**src/hdl/ccir_pkg.sv**
```systemverilog
// Package: register map, field layouts and event carrier for the interrupt status block
package ccir_pkg;

    // ------------------------------------------------------------
    // Register byte addresses
    // ------------------------------------------------------------
    localparam logic [31:0] ADDR_ERR_FLAGS   = 32'h0000_0000;
    localparam logic [31:0] ADDR_STAT_FLAGS  = 32'h0000_0004;
    localparam logic [31:0] ADDR_ERR_LSEL    = 32'h0000_0008;
    localparam logic [31:0] ADDR_STAT_LSEL   = 32'h0000_000c;
    localparam logic [31:0] ADDR_LINE_EN     = 32'h0000_0010;
    localparam logic [31:0] ADDR_ERR_EN_SET  = 32'h0000_0030;
    localparam logic [31:0] ADDR_ERR_EN_CLR  = 32'h0000_0034;

    // ------------------------------------------------------------
    // Implemented bit masks and reset values
    // ------------------------------------------------------------
    localparam logic [31:0] STAT_MASK   = 32'h0303_ffff;
    localparam logic [31:0] ERR_MASK    = 32'h0707_0fff;
    localparam logic [31:0] ERR_EN_MASK = 32'h0507_0fff;
    localparam logic [1:0]  LINE_EN_MASK = 2'h3;
    localparam logic [31:0] RST_WORD    = 32'h0000_0000;
    localparam logic [1:0]  RST_LINE_EN = 2'h0;
    localparam int LINE_FIRST  = 0;
    localparam int LINE_SECOND = 1;

    // ------------------------------------------------------------
    // Status flag positions
    // ------------------------------------------------------------
    localparam int B_MTS_B = 25;
    localparam int B_WUP_B = 24;
    localparam int B_MTS_A = 17;
    localparam int B_WUP_A = 16;
    localparam int B_DSEG  = 15;
    localparam int B_BSTAT = 14;
    localparam int B_SUCC  = 13;
    localparam int B_SWE   = 12;
    localparam int B_OUTX  = 11;
    localparam int B_INX   = 10;
    localparam int B_TMR_B = 9;
    localparam int B_TMR_A = 8;
    localparam int B_NMV   = 7;
    localparam int B_FCRIT = 6;
    localparam int B_FNE   = 5;
    localparam int B_RX    = 4;
    localparam int B_TX    = 3;
    localparam int B_CYC   = 2;
    localparam int B_COLL  = 1;
    localparam int B_WAKE  = 0;

    // ------------------------------------------------------------
    // Protocol state codes and widths
    // ------------------------------------------------------------
    localparam logic [3:0] POC_WAKEUP  = 4'h1;
    localparam logic [3:0] POC_READY   = 4'h2;
    localparam logic [3:0] POC_STARTUP = 4'h3;
    localparam logic [3:0] POC_MONITOR = 4'h4;
    localparam logic [3:0] POC_NACTIVE = 4'h5;
    localparam int NMV_W = 96;

    // Event inputs from the protocol engine, handler, FIFO and timers
    typedef struct packed {
        logic             sym_window_end;
        logic             mts_seen_a;
        logic             mts_seen_b;
        logic             wake_pattern_a;
        logic             wake_pattern_b;
        logic [3:0]       poc_state;
        logic             dyn_segment_began;
        logic             buf_status_change;
        logic             buf_dedicated_rx;
        logic             buf_irq_enable;
        logic             stopwatch_event;
        logic             out_transfer_done;
        logic             out_buffer_busy;
        logic             in_transfer_done;
        logic             in_buffer_busy;
        logic             timer_b_match;
        logic             timer_a_match;
        logic [NMV_W-1:0] netmgmt_vector;
        logic [7:0]       fifo_fill_level;
        logic [7:0]       fifo_threshold;
        logic             fifo_frame_stored;
        logic             rx_payload_stored;
        logic             rx_buf_irq_enable;
        logic             tx_frame_sent;
        logic             tx_buf_irq_enable;
        logic             cycle_began;
        logic             collision_symbol_rx;
        logic [2:0]       wake_status_field;
    } ccir_stat_ev_t;

    // Bus slave states
    typedef enum logic [1:0] {
        ST_IDLE = 2'b01,
        ST_DATA = 2'b10
    } ccir_bus_st_t;

endpackage

```
**src/hdl/ccir_top.sv**
```systemverilog
// Status and error interrupt flags, line routing and enables behind an AHB-Lite slave
// What this block does
// - Per-channel test-symbol flags take the window result when each symbol window ends.
// - Wakeup-pattern flag sets in wakeup, ready, startup or monitor mode only.
// - Dynamic-segment-start flag sets at each dynamic segment start.
// - Buffer-status flag sets on status change of an enabled dedicated receive buffer.
// - Startup-success flag sets on entry to normal active from startup.
// - Stop-watch flag sets on each stop-watch trigger event.
// - Output-transfer flag sets on copy completion or output busy release.
// - Input-transfer flag sets on copy completion or input busy release.
// - Timer flags set on timer one and timer zero matches.
// - Network-management flag sets whenever the received vector changes.
// - FIFO-critical flag sets while fill level is at or above threshold.
// - FIFO-not-empty flag sets when a valid frame enters the FIFO.
// - Receive flag sets when payload lands in an enabled receive buffer.
// - Transmit flag sets after a frame leaves an enabled buffer.
// - Cycle-start flag sets at each communication cycle start.
// - Collision-symbol flag sets whenever that symbol is received.
// - Wakeup-status flag sets whenever the three-bit wakeup field changes.
// - Error line-select one routes that flag to second line, else first.
// - Status line-select one routes that flag to second line, else first.
// - Ones written at set address enable, at reset address disable; zeros ignored.
// - Both enable addresses read back the same error enable vector.
// - Only enabled error flags interrupt; enables at 26, 24, 18-16, 11-0.
// - Status flags stay set until written one, test-symbol flags also reload at window end; reset clears them all.
// - Each line has its own enable bit; disabled line stays low.
`timescale 1ns/1ps

module ccir_top (
    input  wire logic                   CLK,            // 250 MHz clock
    input  wire logic                   RST_B,          // Async reset, low active
    input  wire logic                   HSEL,           // Slave select
    input  wire logic [31:0]            HADDR,          // Byte address
    input  wire logic [1:0]             HTRANS,         // Transfer type
    input  wire logic                   HWRITE,         // Write when high
    input  wire logic [2:0]             HSIZE,          // Word only
    input  wire logic [31:0]            HWDATA,         // Write data
    input  wire logic                   HREADY,         // Bus ready
    output logic      [31:0]            HRDATA,         // Read data
    output logic                        HREADYOUT,      // Slave ready
    output logic                        HRESP,          // Always OKAY
    input  wire ccir_pkg::ccir_stat_ev_t STAT_EV,       // Status event sources
    input  wire logic [31:0]            ERR_EVENTS,     // Error event pulses
    input  wire logic [31:0]            STAT_IRQ_EN,    // Status enables, kept outside
    output logic                        IRQ_LINE_FIRST, // First interrupt line
    output logic                        IRQ_LINE_SECOND // Second interrupt line
);

    // ------------------------------------------------------------
    // State
    // ------------------------------------------------------------
    ccir_pkg::ccir_bus_st_t     bus_st_reg,     bus_st_next;
    logic [31:0]                addr_reg,       addr_next;
    logic                       wr_reg,         wr_next;
    logic [31:0]                rdata_reg,      rdata_next;
    logic                       rdy_reg,        rdy_next;
    logic [31:0]                stat_flags_reg, stat_flags_next;
    logic [31:0]                err_flags_reg,  err_flags_next;
    logic [31:0]                stat_lsel_reg,  stat_lsel_next;
    logic [31:0]                err_lsel_reg,   err_lsel_next;
    logic [31:0]                err_en_reg,     err_en_next;
    logic [1:0]                 line_en_reg,    line_en_next;
    logic [1:0]                 irq_reg,        irq_next;
    logic [3:0]                 poc_prev_reg,   poc_prev_next;
    logic                       obusy_prev_reg, obusy_prev_next;
    logic                       ibusy_prev_reg, ibusy_prev_next;
    logic [ccir_pkg::NMV_W-1:0] nmv_prev_reg,   nmv_prev_next;
    logic [2:0]                 wsv_prev_reg,   wsv_prev_next;
    logic                       primed_reg,     primed_next;

    // Decoded access strobes and hardware set/clear vectors
    logic        accept;
    logic        do_wr;
    logic        do_rd;
    logic [31:0] stat_set;
    logic [31:0] stat_clr;
    logic [31:0] err_clr;
    logic        wake_mode;

    // ------------------------------------------------------------
    // Bus slave
    // ------------------------------------------------------------

    // Address phase taken, then one wait cycle does the access
    assign accept = HSEL && HTRANS[1] && HREADY && (bus_st_reg == ccir_pkg::ST_IDLE);
    assign do_wr  = (bus_st_reg == ccir_pkg::ST_DATA) && wr_reg;
    assign do_rd  = (bus_st_reg == ccir_pkg::ST_DATA) && !wr_reg;

    // Next state of the bus slave and read mux
    always_comb begin
        bus_st_next = bus_st_reg;
        addr_next   = addr_reg;
        wr_next     = wr_reg;
        rdata_next  = rdata_reg;
        rdy_next    = rdy_reg;
        case (bus_st_reg)
            ccir_pkg::ST_IDLE: begin
                if (accept) begin
                    addr_next   = HADDR;
                    wr_next     = HWRITE;
                    rdy_next    = 1'b0;
                    bus_st_next = ccir_pkg::ST_DATA;
                end
            end
            ccir_pkg::ST_DATA: begin
                rdy_next    = 1'b1;
                bus_st_next = ccir_pkg::ST_IDLE;
                rdata_next  = ccir_pkg::RST_WORD;
                if (!wr_reg) begin
                    if (addr_reg == ccir_pkg::ADDR_ERR_FLAGS) begin
                        rdata_next = err_flags_reg;
                    end else if (addr_reg == ccir_pkg::ADDR_STAT_FLAGS) begin
                        rdata_next = stat_flags_reg;
                    end else if (addr_reg == ccir_pkg::ADDR_ERR_LSEL) begin
                        rdata_next = err_lsel_reg;
                    end else if (addr_reg == ccir_pkg::ADDR_STAT_LSEL) begin
                        rdata_next = stat_lsel_reg;
                    end else if (addr_reg == ccir_pkg::ADDR_LINE_EN) begin
                        rdata_next = {30'h0, line_en_reg};
                    end else if ((addr_reg == ccir_pkg::ADDR_ERR_EN_SET) ||
                                 (addr_reg == ccir_pkg::ADDR_ERR_EN_CLR)) begin
                        rdata_next = err_en_reg;
                    end
                end
            end
            default: begin
                bus_st_next = ccir_pkg::ST_IDLE;
                rdy_next    = 1'b1;
            end
        endcase
    end

    // ------------------------------------------------------------
    // Status event decode
    // ------------------------------------------------------------

    // Wakeup patterns count only in the listed modes
    assign wake_mode = (STAT_EV.poc_state == ccir_pkg::POC_WAKEUP)  ||
                       (STAT_EV.poc_state == ccir_pkg::POC_READY)   ||
                       (STAT_EV.poc_state == ccir_pkg::POC_STARTUP) ||
                       (STAT_EV.poc_state == ccir_pkg::POC_MONITOR);

    // Hardware set terms, one bit per status flag
    always_comb begin
        stat_set = ccir_pkg::RST_WORD;
        stat_set[ccir_pkg::B_MTS_B] = STAT_EV.sym_window_end && STAT_EV.mts_seen_b;
        stat_set[ccir_pkg::B_MTS_A] = STAT_EV.sym_window_end && STAT_EV.mts_seen_a;
        stat_set[ccir_pkg::B_WUP_B] = wake_mode && STAT_EV.wake_pattern_b;
        stat_set[ccir_pkg::B_WUP_A] = wake_mode && STAT_EV.wake_pattern_a;
        stat_set[ccir_pkg::B_DSEG]  = STAT_EV.dyn_segment_began;
        stat_set[ccir_pkg::B_BSTAT] = STAT_EV.buf_status_change &&
                                      STAT_EV.buf_dedicated_rx && STAT_EV.buf_irq_enable;
        stat_set[ccir_pkg::B_SUCC]  = primed_reg &&
                                      (poc_prev_reg == ccir_pkg::POC_STARTUP) &&
                                      (STAT_EV.poc_state == ccir_pkg::POC_NACTIVE);
        stat_set[ccir_pkg::B_SWE]   = STAT_EV.stopwatch_event;
        stat_set[ccir_pkg::B_OUTX]  = STAT_EV.out_transfer_done ||
                                      (obusy_prev_reg && !STAT_EV.out_buffer_busy);
        stat_set[ccir_pkg::B_INX]   = STAT_EV.in_transfer_done ||
                                      (ibusy_prev_reg && !STAT_EV.in_buffer_busy);
        stat_set[ccir_pkg::B_TMR_B] = STAT_EV.timer_b_match;
        stat_set[ccir_pkg::B_TMR_A] = STAT_EV.timer_a_match;
        stat_set[ccir_pkg::B_NMV]   = primed_reg &&
                                      (nmv_prev_reg != STAT_EV.netmgmt_vector);
        stat_set[ccir_pkg::B_FCRIT] = STAT_EV.fifo_fill_level >= STAT_EV.fifo_threshold;
        stat_set[ccir_pkg::B_FNE]   = STAT_EV.fifo_frame_stored;
        stat_set[ccir_pkg::B_RX]    = STAT_EV.rx_payload_stored && STAT_EV.rx_buf_irq_enable;
        stat_set[ccir_pkg::B_TX]    = STAT_EV.tx_frame_sent && STAT_EV.tx_buf_irq_enable;
        stat_set[ccir_pkg::B_CYC]   = STAT_EV.cycle_began;
        stat_set[ccir_pkg::B_COLL]  = STAT_EV.collision_symbol_rx;
        stat_set[ccir_pkg::B_WAKE]  = primed_reg &&
                                      (wsv_prev_reg != STAT_EV.wake_status_field);
    end

    // Clear terms: write-one-to-clear, plus test-symbol flags dropped at window end
    always_comb begin
        stat_clr = ccir_pkg::RST_WORD;
        err_clr  = ccir_pkg::RST_WORD;
        if (do_wr && (addr_reg == ccir_pkg::ADDR_STAT_FLAGS)) begin
            stat_clr = HWDATA;
        end
        if (do_wr && (addr_reg == ccir_pkg::ADDR_ERR_FLAGS)) begin
            err_clr = HWDATA;
        end
        if (STAT_EV.sym_window_end) begin
            stat_clr[ccir_pkg::B_MTS_B] = 1'b1;
            stat_clr[ccir_pkg::B_MTS_A] = 1'b1;
        end
    end

    // ------------------------------------------------------------
    // Flags, configuration and edge history
    // ------------------------------------------------------------

    // Set wins over clear; configuration written in the data phase
    always_comb begin
        stat_flags_next = ((stat_flags_reg & ~stat_clr) | stat_set) & ccir_pkg::STAT_MASK;
        err_flags_next  = ((err_flags_reg & ~err_clr) | ERR_EVENTS) & ccir_pkg::ERR_MASK;
        stat_lsel_next  = stat_lsel_reg;
        err_lsel_next   = err_lsel_reg;
        err_en_next     = err_en_reg;
        line_en_next    = line_en_reg;
        if (do_wr) begin
            if (addr_reg == ccir_pkg::ADDR_ERR_LSEL) begin
                err_lsel_next = HWDATA & ccir_pkg::ERR_MASK;
            end else if (addr_reg == ccir_pkg::ADDR_STAT_LSEL) begin
                stat_lsel_next = HWDATA & ccir_pkg::STAT_MASK;
            end else if (addr_reg == ccir_pkg::ADDR_LINE_EN) begin
                line_en_next = HWDATA[1:0] & ccir_pkg::LINE_EN_MASK;
            end else if (addr_reg == ccir_pkg::ADDR_ERR_EN_SET) begin
                err_en_next = err_en_reg | (HWDATA & ccir_pkg::ERR_EN_MASK);
            end else if (addr_reg == ccir_pkg::ADDR_ERR_EN_CLR) begin
                err_en_next = err_en_reg & ~(HWDATA & ccir_pkg::ERR_EN_MASK);
            end
        end
        poc_prev_next   = STAT_EV.poc_state;
        obusy_prev_next = STAT_EV.out_buffer_busy;
        ibusy_prev_next = STAT_EV.in_buffer_busy;
        nmv_prev_next   = STAT_EV.netmgmt_vector;
        wsv_prev_next   = STAT_EV.wake_status_field;
        primed_next     = 1'b1;
    end

    // Line outputs: routed, enabled, set flags ORed and gated per line
    always_comb begin
        irq_next[ccir_pkg::LINE_FIRST] = line_en_reg[ccir_pkg::LINE_FIRST] &&
            (|(stat_flags_reg & STAT_IRQ_EN & ~stat_lsel_reg) ||
             |(err_flags_reg & err_en_reg & ~err_lsel_reg));
        irq_next[ccir_pkg::LINE_SECOND] = line_en_reg[ccir_pkg::LINE_SECOND] &&
            (|(stat_flags_reg & STAT_IRQ_EN & stat_lsel_reg) ||
             |(err_flags_reg & err_en_reg & err_lsel_reg));
    end

    // All registers of the block
    always_ff @(posedge CLK or negedge RST_B) begin
        if (!RST_B) begin
            bus_st_reg     <= ccir_pkg::ST_IDLE;
            addr_reg       <= ccir_pkg::RST_WORD;
            wr_reg         <= 1'b0;
            rdata_reg      <= ccir_pkg::RST_WORD;
            rdy_reg        <= 1'b1;
            stat_flags_reg <= ccir_pkg::RST_WORD;
            err_flags_reg  <= ccir_pkg::RST_WORD;
            stat_lsel_reg  <= ccir_pkg::RST_WORD;
            err_lsel_reg   <= ccir_pkg::RST_WORD;
            err_en_reg     <= ccir_pkg::RST_WORD;
            line_en_reg    <= ccir_pkg::RST_LINE_EN;
            irq_reg        <= 2'h0;
            poc_prev_reg   <= 4'h0;
            obusy_prev_reg <= 1'b0;
            ibusy_prev_reg <= 1'b0;
            nmv_prev_reg   <= '0;
            wsv_prev_reg   <= 3'h0;
            primed_reg     <= 1'b0;
        end else begin
            bus_st_reg     <= bus_st_next;
            addr_reg       <= addr_next;
            wr_reg         <= wr_next;
            rdata_reg      <= rdata_next;
            rdy_reg        <= rdy_next;
            stat_flags_reg <= stat_flags_next;
            err_flags_reg  <= err_flags_next;
            stat_lsel_reg  <= stat_lsel_next;
            err_lsel_reg   <= err_lsel_next;
            err_en_reg     <= err_en_next;
            line_en_reg    <= line_en_next;
            irq_reg        <= irq_next;
            poc_prev_reg   <= poc_prev_next;
            obusy_prev_reg <= obusy_prev_next;
            ibusy_prev_reg <= ibusy_prev_next;
            nmv_prev_reg   <= nmv_prev_next;
            wsv_prev_reg   <= wsv_prev_next;
            primed_reg     <= primed_next;
        end
    end

    // Outputs straight from flops; HRESP tied low
    assign HRDATA          = rdata_reg;
    assign HREADYOUT       = rdy_reg;
    assign HRESP           = 1'b0;
    assign IRQ_LINE_FIRST  = irq_reg[ccir_pkg::LINE_FIRST];
    assign IRQ_LINE_SECOND = irq_reg[ccir_pkg::LINE_SECOND];
endmodule

```
**config.mk**
```make
export PLATFORM = sky130hd
export DESIGN_NAME = ccir_top
export DESIGN_NICKNAME = d
export VERILOG_FILES = /design/src/hdl/ccir_pkg.sv /design/src/hdl/ccir_top.sv
export SDC_FILE = /design/constraint.sdc
export NUM_CORES = 1
export LEC_CHECK = 0
export BUFFER_PORTS_ARGS = -buffer_cell sky130_fd_sc_hd__buf_2
export CAP_MARGIN = 20
export CELL_PAD_IN_SITES_DETAIL_PLACEMENT = 1
export CELL_PAD_IN_SITES_GLOBAL_PLACEMENT = 2
export CORE_UTILIZATION = 33
export CTS_CLUSTER_DIAMETER = 150
export CTS_CLUSTER_SIZE = 24
export DETAILED_ROUTE_END_ITERATION = 8
export PLACE_DENSITY_LB_ADDON = 0.3
export RECOVER_POWER = 50
export SYNTH_ARGS = -nofsm -noshare
export SYNTH_HDL_FRONTEND = slang
export SYNTH_SLANG_ARGS = --single-unit
export TNS_END_PERCENT = 1
```
**constraint.sdc**
```tcl
create_clock -name CLK -period 2.6 [get_ports CLK]
set_input_delay 0.13 -clock CLK [delete_from_list [all_inputs] [get_ports CLK]]
set_output_delay 0.13 -clock CLK [all_outputs]
set_load 0.02 [all_outputs]
```
==> results.py, run 1 <==
metrics = {
    "cts": {
        "cts_tree": "done",
        "clk_pin_slew_ns": 0.10,
        "htreeDepth": 1,
        "cts_made_buffers": 14,
        "cts-root-buf": "clkbuf_16",
        "clkSinkCount": 260,
        "insertion_delay_ns": 0.50,
        "clk_path_buf_depth": 3,
    },
    "cells_and_area": {
        "postLayoutCoreUtil_pct": 46.4,
        "drive_gt1_share_pct": 17.8,
        "fillers": 3857,
        "final_common_cell": "dfrtp_1",
        "multiInputGateArea_sq_mm": 0.00465,
        "seq_area_sq_mm": 0.00651,
        "largest_reg_flops": 96,
        "final_cell_mix": "dfrtp_1, nand2_1, dlygate4sd3_1",
        "num-nets-final": 1782,
        "area_growth_pct": 36.9,
    },
    "floorplanning": {
        "die_h_um": 189,
        "core-area_sq_mm": 0.0339,
        "rows": 67,
        "ioPinCount": 316,
        "die-area_sq_mm": 0.0356,
        "start_util_pct": 33.9,
        "die_x_um": 189,
    },
    "route": {
        "topRoutingLayerUsed": "met4",
        "wl_met3_um": 1770,
        "via_count": 9599,
        "drtAntennaViolNets": 0,
        "post-route-drc-count": 0,
        "drt_iter0_drc": 447,
        "viasPerCell": 4.93,
        "wl_met1_um": 16600,
        "firstDrtPassIters": 5,
        "wl_met2_um": 19000,
        "avgRoutedWirePerCell_um": 19.5,
        "drt_wl_total_um": 38100,
    },
    "pwr": {
        "peakVddDrop_uv": 623,
        "leakage_uw": 0.00727,
        "internal-power_uw": 5960,
        "swShare_pct": 26.4,
        "seqPwrFrac_pct": 53.8,
        "p_switching_uw": 2140,
        "p_clk_share_pct": 31.1,
        "p_comb_share_pct": 15.1,
        "powerDensity_mw_per_mm2": 516,
    },
    "critical_path": {
        "path_class": "flop to flop",
        "end_kind": "flop",
        "crit_arrival_ns": 2.79,
        "critPathMaxFanout": 4,
        "critPathLaunchType": "flop",
        "required_ns": 2.96,
    },
    "timing": {
        "slew_headroom_pct": -28.8,
        "final_max_slew_viol_count": 74,
        "rsz0062_at_grt": "no",
        "fin_tns_setup_ns": 0,
        "worst_hold_slack_ns": 0.0735,
        "setup_viol": 0,
        "fin_crit_sh_pct": 93.6,
        "min_period_ns": 2.43,
        "tightest_slew_ns": 1.93,
        "fmax_ghz": 0.411,
        "hold_viol": 0,
        "skew_ns": 0.0132,
    },
    "grt": {
        "overflow": 0,
        "track_usage_pct": 21.9,
        "grt_max_degree": 75,
        "antenna_found_initial": 3,
        "grt_pass1_wl_um": 61000,
        "grt_pass1_vias": 10700,
    },
    "run": {
        "maxCapViolCount": 1,
    },
    "synthesis": {
        "ys_ff_latch": 260,
        "synth-compound-area-share_pct": 7.27,
        "synth_top_family_by_area": "simple AND/OR/NAND/NOR gates",
        "ys_warn_count": 0,
        "syn_area_sq_mm": 0.0115,
        "synth-adder-area-share_pct": 0.872,
        "synth_cell_types": 54,
        "synth_edf_count": 0,
        "async_reset_ff_share_pct": 100,
        "syn-instance-count": 1024,
        "synth_mux_area_share_pct": 8.77,
        "synthXorXnorAreaFrac_pct": 7.63,
        "synth_ff_type": "dfrtp_1",
        "yosys.area_share.simple_pct": 15.5,
        "yosysSeqAreaShare_pct": 56.7,
        "syn_area_per_cell_sq_um": 11.2,
    },
    "run_status": {
        "status": "finished with violations",
        "violations": "max-capacitance violations, max-slew violations",
    },
    "placed_design": {
        "gp_congestion": 0.808,
        "place_hpwl_um": 25300,
        "io_buffers": 264,
    },
    "worst_hold_path": {
        "hold_class": "input pin to flop",
    },
}
==> per-stage QoR <==
stage | std cells | setup slack [ns] | power, uW | cell area (sq um)
final | 1949 | 0.166 | 8100 | 15700
after global routing | 1948 | 0.0222 | 8490 | 15700
after detailed placement | 1725 | 0.163 | 5430 | 13400
after CTS | 1946 | 0.154 | 8200 | 15900
after floorplan | 1034 | 0.371 | 4910 | 11500
after global placement | 1725 | 0.251 | 5400 | 13400
==> layer usage <==
layer,vias up,global-route usage (%)
li1,4471,-
met1,4827,28.9
met2,255,38.1
met3,46,3.11
met4,0,4.75
met5,-,0
==> cell type report <==
| cell class | count | area share [%] |
|---|---|---|
| Clock inverter | 1 | 0.191 |
| Clock buffer | 19 | 2.48 |
| Sequential cell | 260 | 41.4 |
| Inverter | 32 | 0.764 |
| Tap cell | 448 | 3.57 |
| Timing Repair Buffer | 493 | 22.0 |
| Antenna cell | 3 | 0.0478 |
| Multi-Input combinational cell | 693 | 29.6 |
==> worst max-delay path, cell delays in order (launching register included) <==
cell and delay (ns):
dfrtp_1 0.39, nor4_1 0.43, buf_4 0.19, nand4_1 0.23, or4_1 0.66, a211oi_1 0.28, a21oi_1 0.09
==> path summary, 6_finish.rpt <==
path / start / endpoint / slack (ns) / cells past startpoint
max: addr_reg[1] / stat_flags_reg[7] / 0.17 / 6
min: STAT_EV[17] / stat_flags_reg[6] / 0.07 / 4
max reg2reg: addr_reg[1] / stat_flags_reg[7] / 0.17 / 6
min reg2reg: addr_reg[10] / addr_reg[10] / 0.49 / 2
max in group asynchronous: RST_B / addr_reg[2] / 0.45 / 3
min in group asynchronous: RST_B / nmv_prev_reg[91] / 0.69 / 2
==> cell usage after synthesis (4+ instances only) <==
cell      instances  area [sq um]
dfrtp_1         259          6480
nand2_1         206           773
xor2_1           97           850
nand3_1          46           230
mux2_2           44           495
nand4_1          36           225
mux2i_1          32           320
nor4_1           32           200
inv_1            30           113
o21ai_0          28           140
a21o_1           27           203
clkbuf_1         24          90.1
o22ai_1          22           138
a32oi_1          15           131
buf_4            14           105
mux2_1           11           124
nor2_1           10          37.5
buf_2             8          40.0
ha_1              8           100
o21ai_1           6          30.0
a21oi_1           5          25.0
a22o_1            4          35.0
nor3_1            4          20.0
==> power groups by stage <==
stage                     registers (uW)  clock network (uW)  logic (uW)
after floorplan                     4400                   0         513
after global placement              4430                   0         973
after detailed placement            4440                   0         993
after CTS                           4360                2600        1240
after global routing                4390                2750        1350
final                               4360                2520        1220
==> cell families (layout without fill, tap and decap cells) <==
kind of cell,after synthesis,after routing
simple gates,360,360
fa+ha+maj,8,8
xor+xnor,100,100
buf+inv,81,545
flops,260,260
mux,90,90
compound gates,123,123
other cells,2,15
==> timing repair <==
item | CTS | global route
setup buffers | 0 | 0
hold buffers | 201 | 0
endpoints found under the setup margin | 0 | 0
gates resized for setup | 0 | 0
endpoints found under the hold margin | 302 | 0
Note: power is estimated with default switching activity, not from simulation.
==> run 2, diff against run 1 <==
- clock period: 2.6 -> 2.7 ns (I/O delays scaled with it)
==> results.py, run 2 (synthesis gave the netlist of run 1 again) <==
metrics = {
    "run_status": {
        "status": "finished with violations",
        "violations": "max-capacitance violations, max-slew violations",
    },
    "critical_path": {
        "critPathCapture": "stat_flags_reg[10]",
        "r2r-start": "addr_reg[1]",
        "cp.depth": 7,
        "crit_arrival_ns": 2.98,
        "crit_slowest_cell": "nor4_1",
        "rrSetupSlack_ns": 0.10,
        "required_ns": 3.08,
        "crit_chain": "nor4_1 > nand4_1 > buf_4 > nor4_4 > buf_4 > nand2_1 > a221o_1",
        "path_class": "flop to flop",
        "crit_start": "addr_reg[1]",
        "rr_endpoint": "stat_flags_reg[10]",
        "critPathLaunchType": "flop",
        "r2r_cells": 7,
        "end_kind": "flop",
        "cpMostUsedCell": "buf_4",
        "critPathMaxFanout": 11,
        "critical-path-top-delay-family": "simple AND/OR/NAND/NOR gates",
        "cpPeakStageDelay_ns": 0.63,
        "path_buf_inv": 2,
    },
    "pwr": {
        "p_clk_share_pct": 31.1,
        "seqPwrFrac_pct": 54.1,
        "powerDensity_mw_per_mm2": 496,
        "peakVddDrop_uv": 531,
        "swShare_pct": 26.3,
        "p_comb_share_pct": 14.8,
        "leakage_uw": 0.00727,
        "internal-power_uw": 5740,
        "p_switching_uw": 2050,
    },
    "cells_and_area": {
        "seq_area_sq_mm": 0.00651,
        "fillers": 3795,
        "postLayoutCoreUtil_pct": 46.4,
        "largest_reg_flops": 96,
        "final_common_cell": "dfrtp_1",
        "num-nets-final": 1782,
        "design_area_sq_mm": 0.0157,
        "area_growth_pct": 36.9,
        "multiInputGateArea_sq_mm": 0.00465,
        "final_cell_mix": "dfrtp_1, nand2_1, dlygate4sd3_1",
        "drive_gt1_share_pct": 17.8,
        "final_cells": 1951,
    },
    "route": {
        "post-route-drc-count": 0,
        "via_count": 9600,
        "drt_iter0_drc": 514,
        "viasPerCell": 4.92,
        "avgRoutedWirePerCell_um": 19.5,
        "drt_wl_total_um": 38100,
        "firstDrtPassIters": 4,
        "drtAntennaViolNets": 0,
    },
    "grt": {
        "grt_pass1_wl_um": 60100,
        "antenna_found_initial": 5,
        "grt_pass1_vias": 10600,
        "track_usage_pct": 21.8,
        "grt_max_degree": 78,
        "overflow": 0,
    },
    "timing": {
        "skew_ns": 0.0137,
        "tightest_slew_ns": 2.08,
        "slew_headroom_pct": -38.7,
        "min_period_ns": 2.60,
        "fin_tns_setup_ns": 0,
        "fmax_ghz": 0.385,
        "rsz0062_at_grt": "no",
        "setup_viol": 0,
        "hold_viol": 0,
        "final_max_slew_viol_count": 77,
        "fin_crit_sh_pct": 96.1,
    },
    "cts": {
        "cts-root-buf": "clkbuf_16",
        "cts_made_buffers": 14,
        "clkSinkCount": 260,
        "cts_tree": "done",
        "insertion_delay_ns": 0.50,
        "clk_pin_slew_ns": 0.11,
        "cts_setup_buffers": 0,
        "htreeDepth": 1,
        "clk_path_buf_depth": 3,
    },
    "worst_hold_path": {
        "worstHoldPathCells": 3,
        "hold_class": "input pin to flop",
    },
    "placed_design": {
        "dp.cells": 1726,
        "place_hpwl_um": 25500,
        "postPlaceCellArea_sq_mm": 0.0134,
        "gp_congestion": 0.812,
        "io_buffers": 264,
    },
    "floorplanning": {
        "die_h_um": 189,
        "die_x_um": 189,
        "ioPinCount": 316,
        "rows": 67,
        "core-area_sq_mm": 0.0339,
        "start_util_pct": 33.9,
        "die-area_sq_mm": 0.0356,
    },
    "run": {
        "maxCapViolCount": 1,
    },
}
## run 2: metrics by stage
stage / setup slack (ns) / power (uW) / hold slack [ns]
after CTS: 0.134 / 7900 / 0.000550
final: 0.104 / 7800 / 0.00519
after global routing: 0.0527 / 8130 / 0.00678
after detailed placement: 0.217 / 5230 / 0.158
after floorplan: 0.471 / 4730 / -0.161
after global placement: 0.328 / 5200 / 0.157
## run 2: worst min path at each step
stage / from / endpoint / slack [ns]
3_5_place_dp: RST_B / nmv_prev_reg[20] / 0.16
3_3_place_gp: RST_B / nmv_prev_reg[20] / 0.16
2_1_floorplan: RST_B / HRDATA[0] / -0.16
4_1_cts: STAT_EV[25] / stat_flags_reg[6] / 0.0005
6_report: STAT_EV[25] / stat_flags_reg[6] / 0.005
5_1_grt: STAT_EV[25] / stat_flags_reg[6] / 0.007
## run 2: per-layer routing
layer	GRT usage [%]	share of wire (%)
met1	28.4	44
met2	38.2	50
met3	3.17	4.5
met4	4.47	1.7
met5	0	0
## run 2: layout make-up
| class | count | share of cell area [%] |
|---|---|---|
| inverters | 32 | 0.764 |
| diodes | 5 | 0.0796 |
| well taps | 448 | 3.56 |
| clock buffers | 19 | 2.48 |
| flip-flops and latches | 260 | 41.4 |
| multi-input cells | 693 | 29.5 |
| repair buffers | 493 | 22.0 |
| clock inverters | 1 | 0.191 |
## run 2: what timing repair did
item / CTS / global route
resized for setup: 0 / 0
hold buffers: 200 / 0
hold endpoints to repair: 301 / 0
setup endpoints to repair: 0 / 0
## run 2: worst register-to-register path: cells and delay by family, from the launching register on
| family | cells | cell delay, ns |
|---|---|---|
| buffers and inverters | 2 | 0.56 |
| AO/OA/AOI/OAI | 1 | 0.30 |
| flip-flops | 1 | 0.39 |
| AND/OR/NAND/NOR | 4 | 1.24 |
## run 2: power by group through the flow
stage               sequential, uW  clock (uW)  combinational [uW]
finish                        4220        2430                1160
global route                  4240        2610                1280
CTS                           4220        2510                1180
detailed placement            4290           0                 940
global placement              4280           0                 921
floorplan                     4230           0                 494
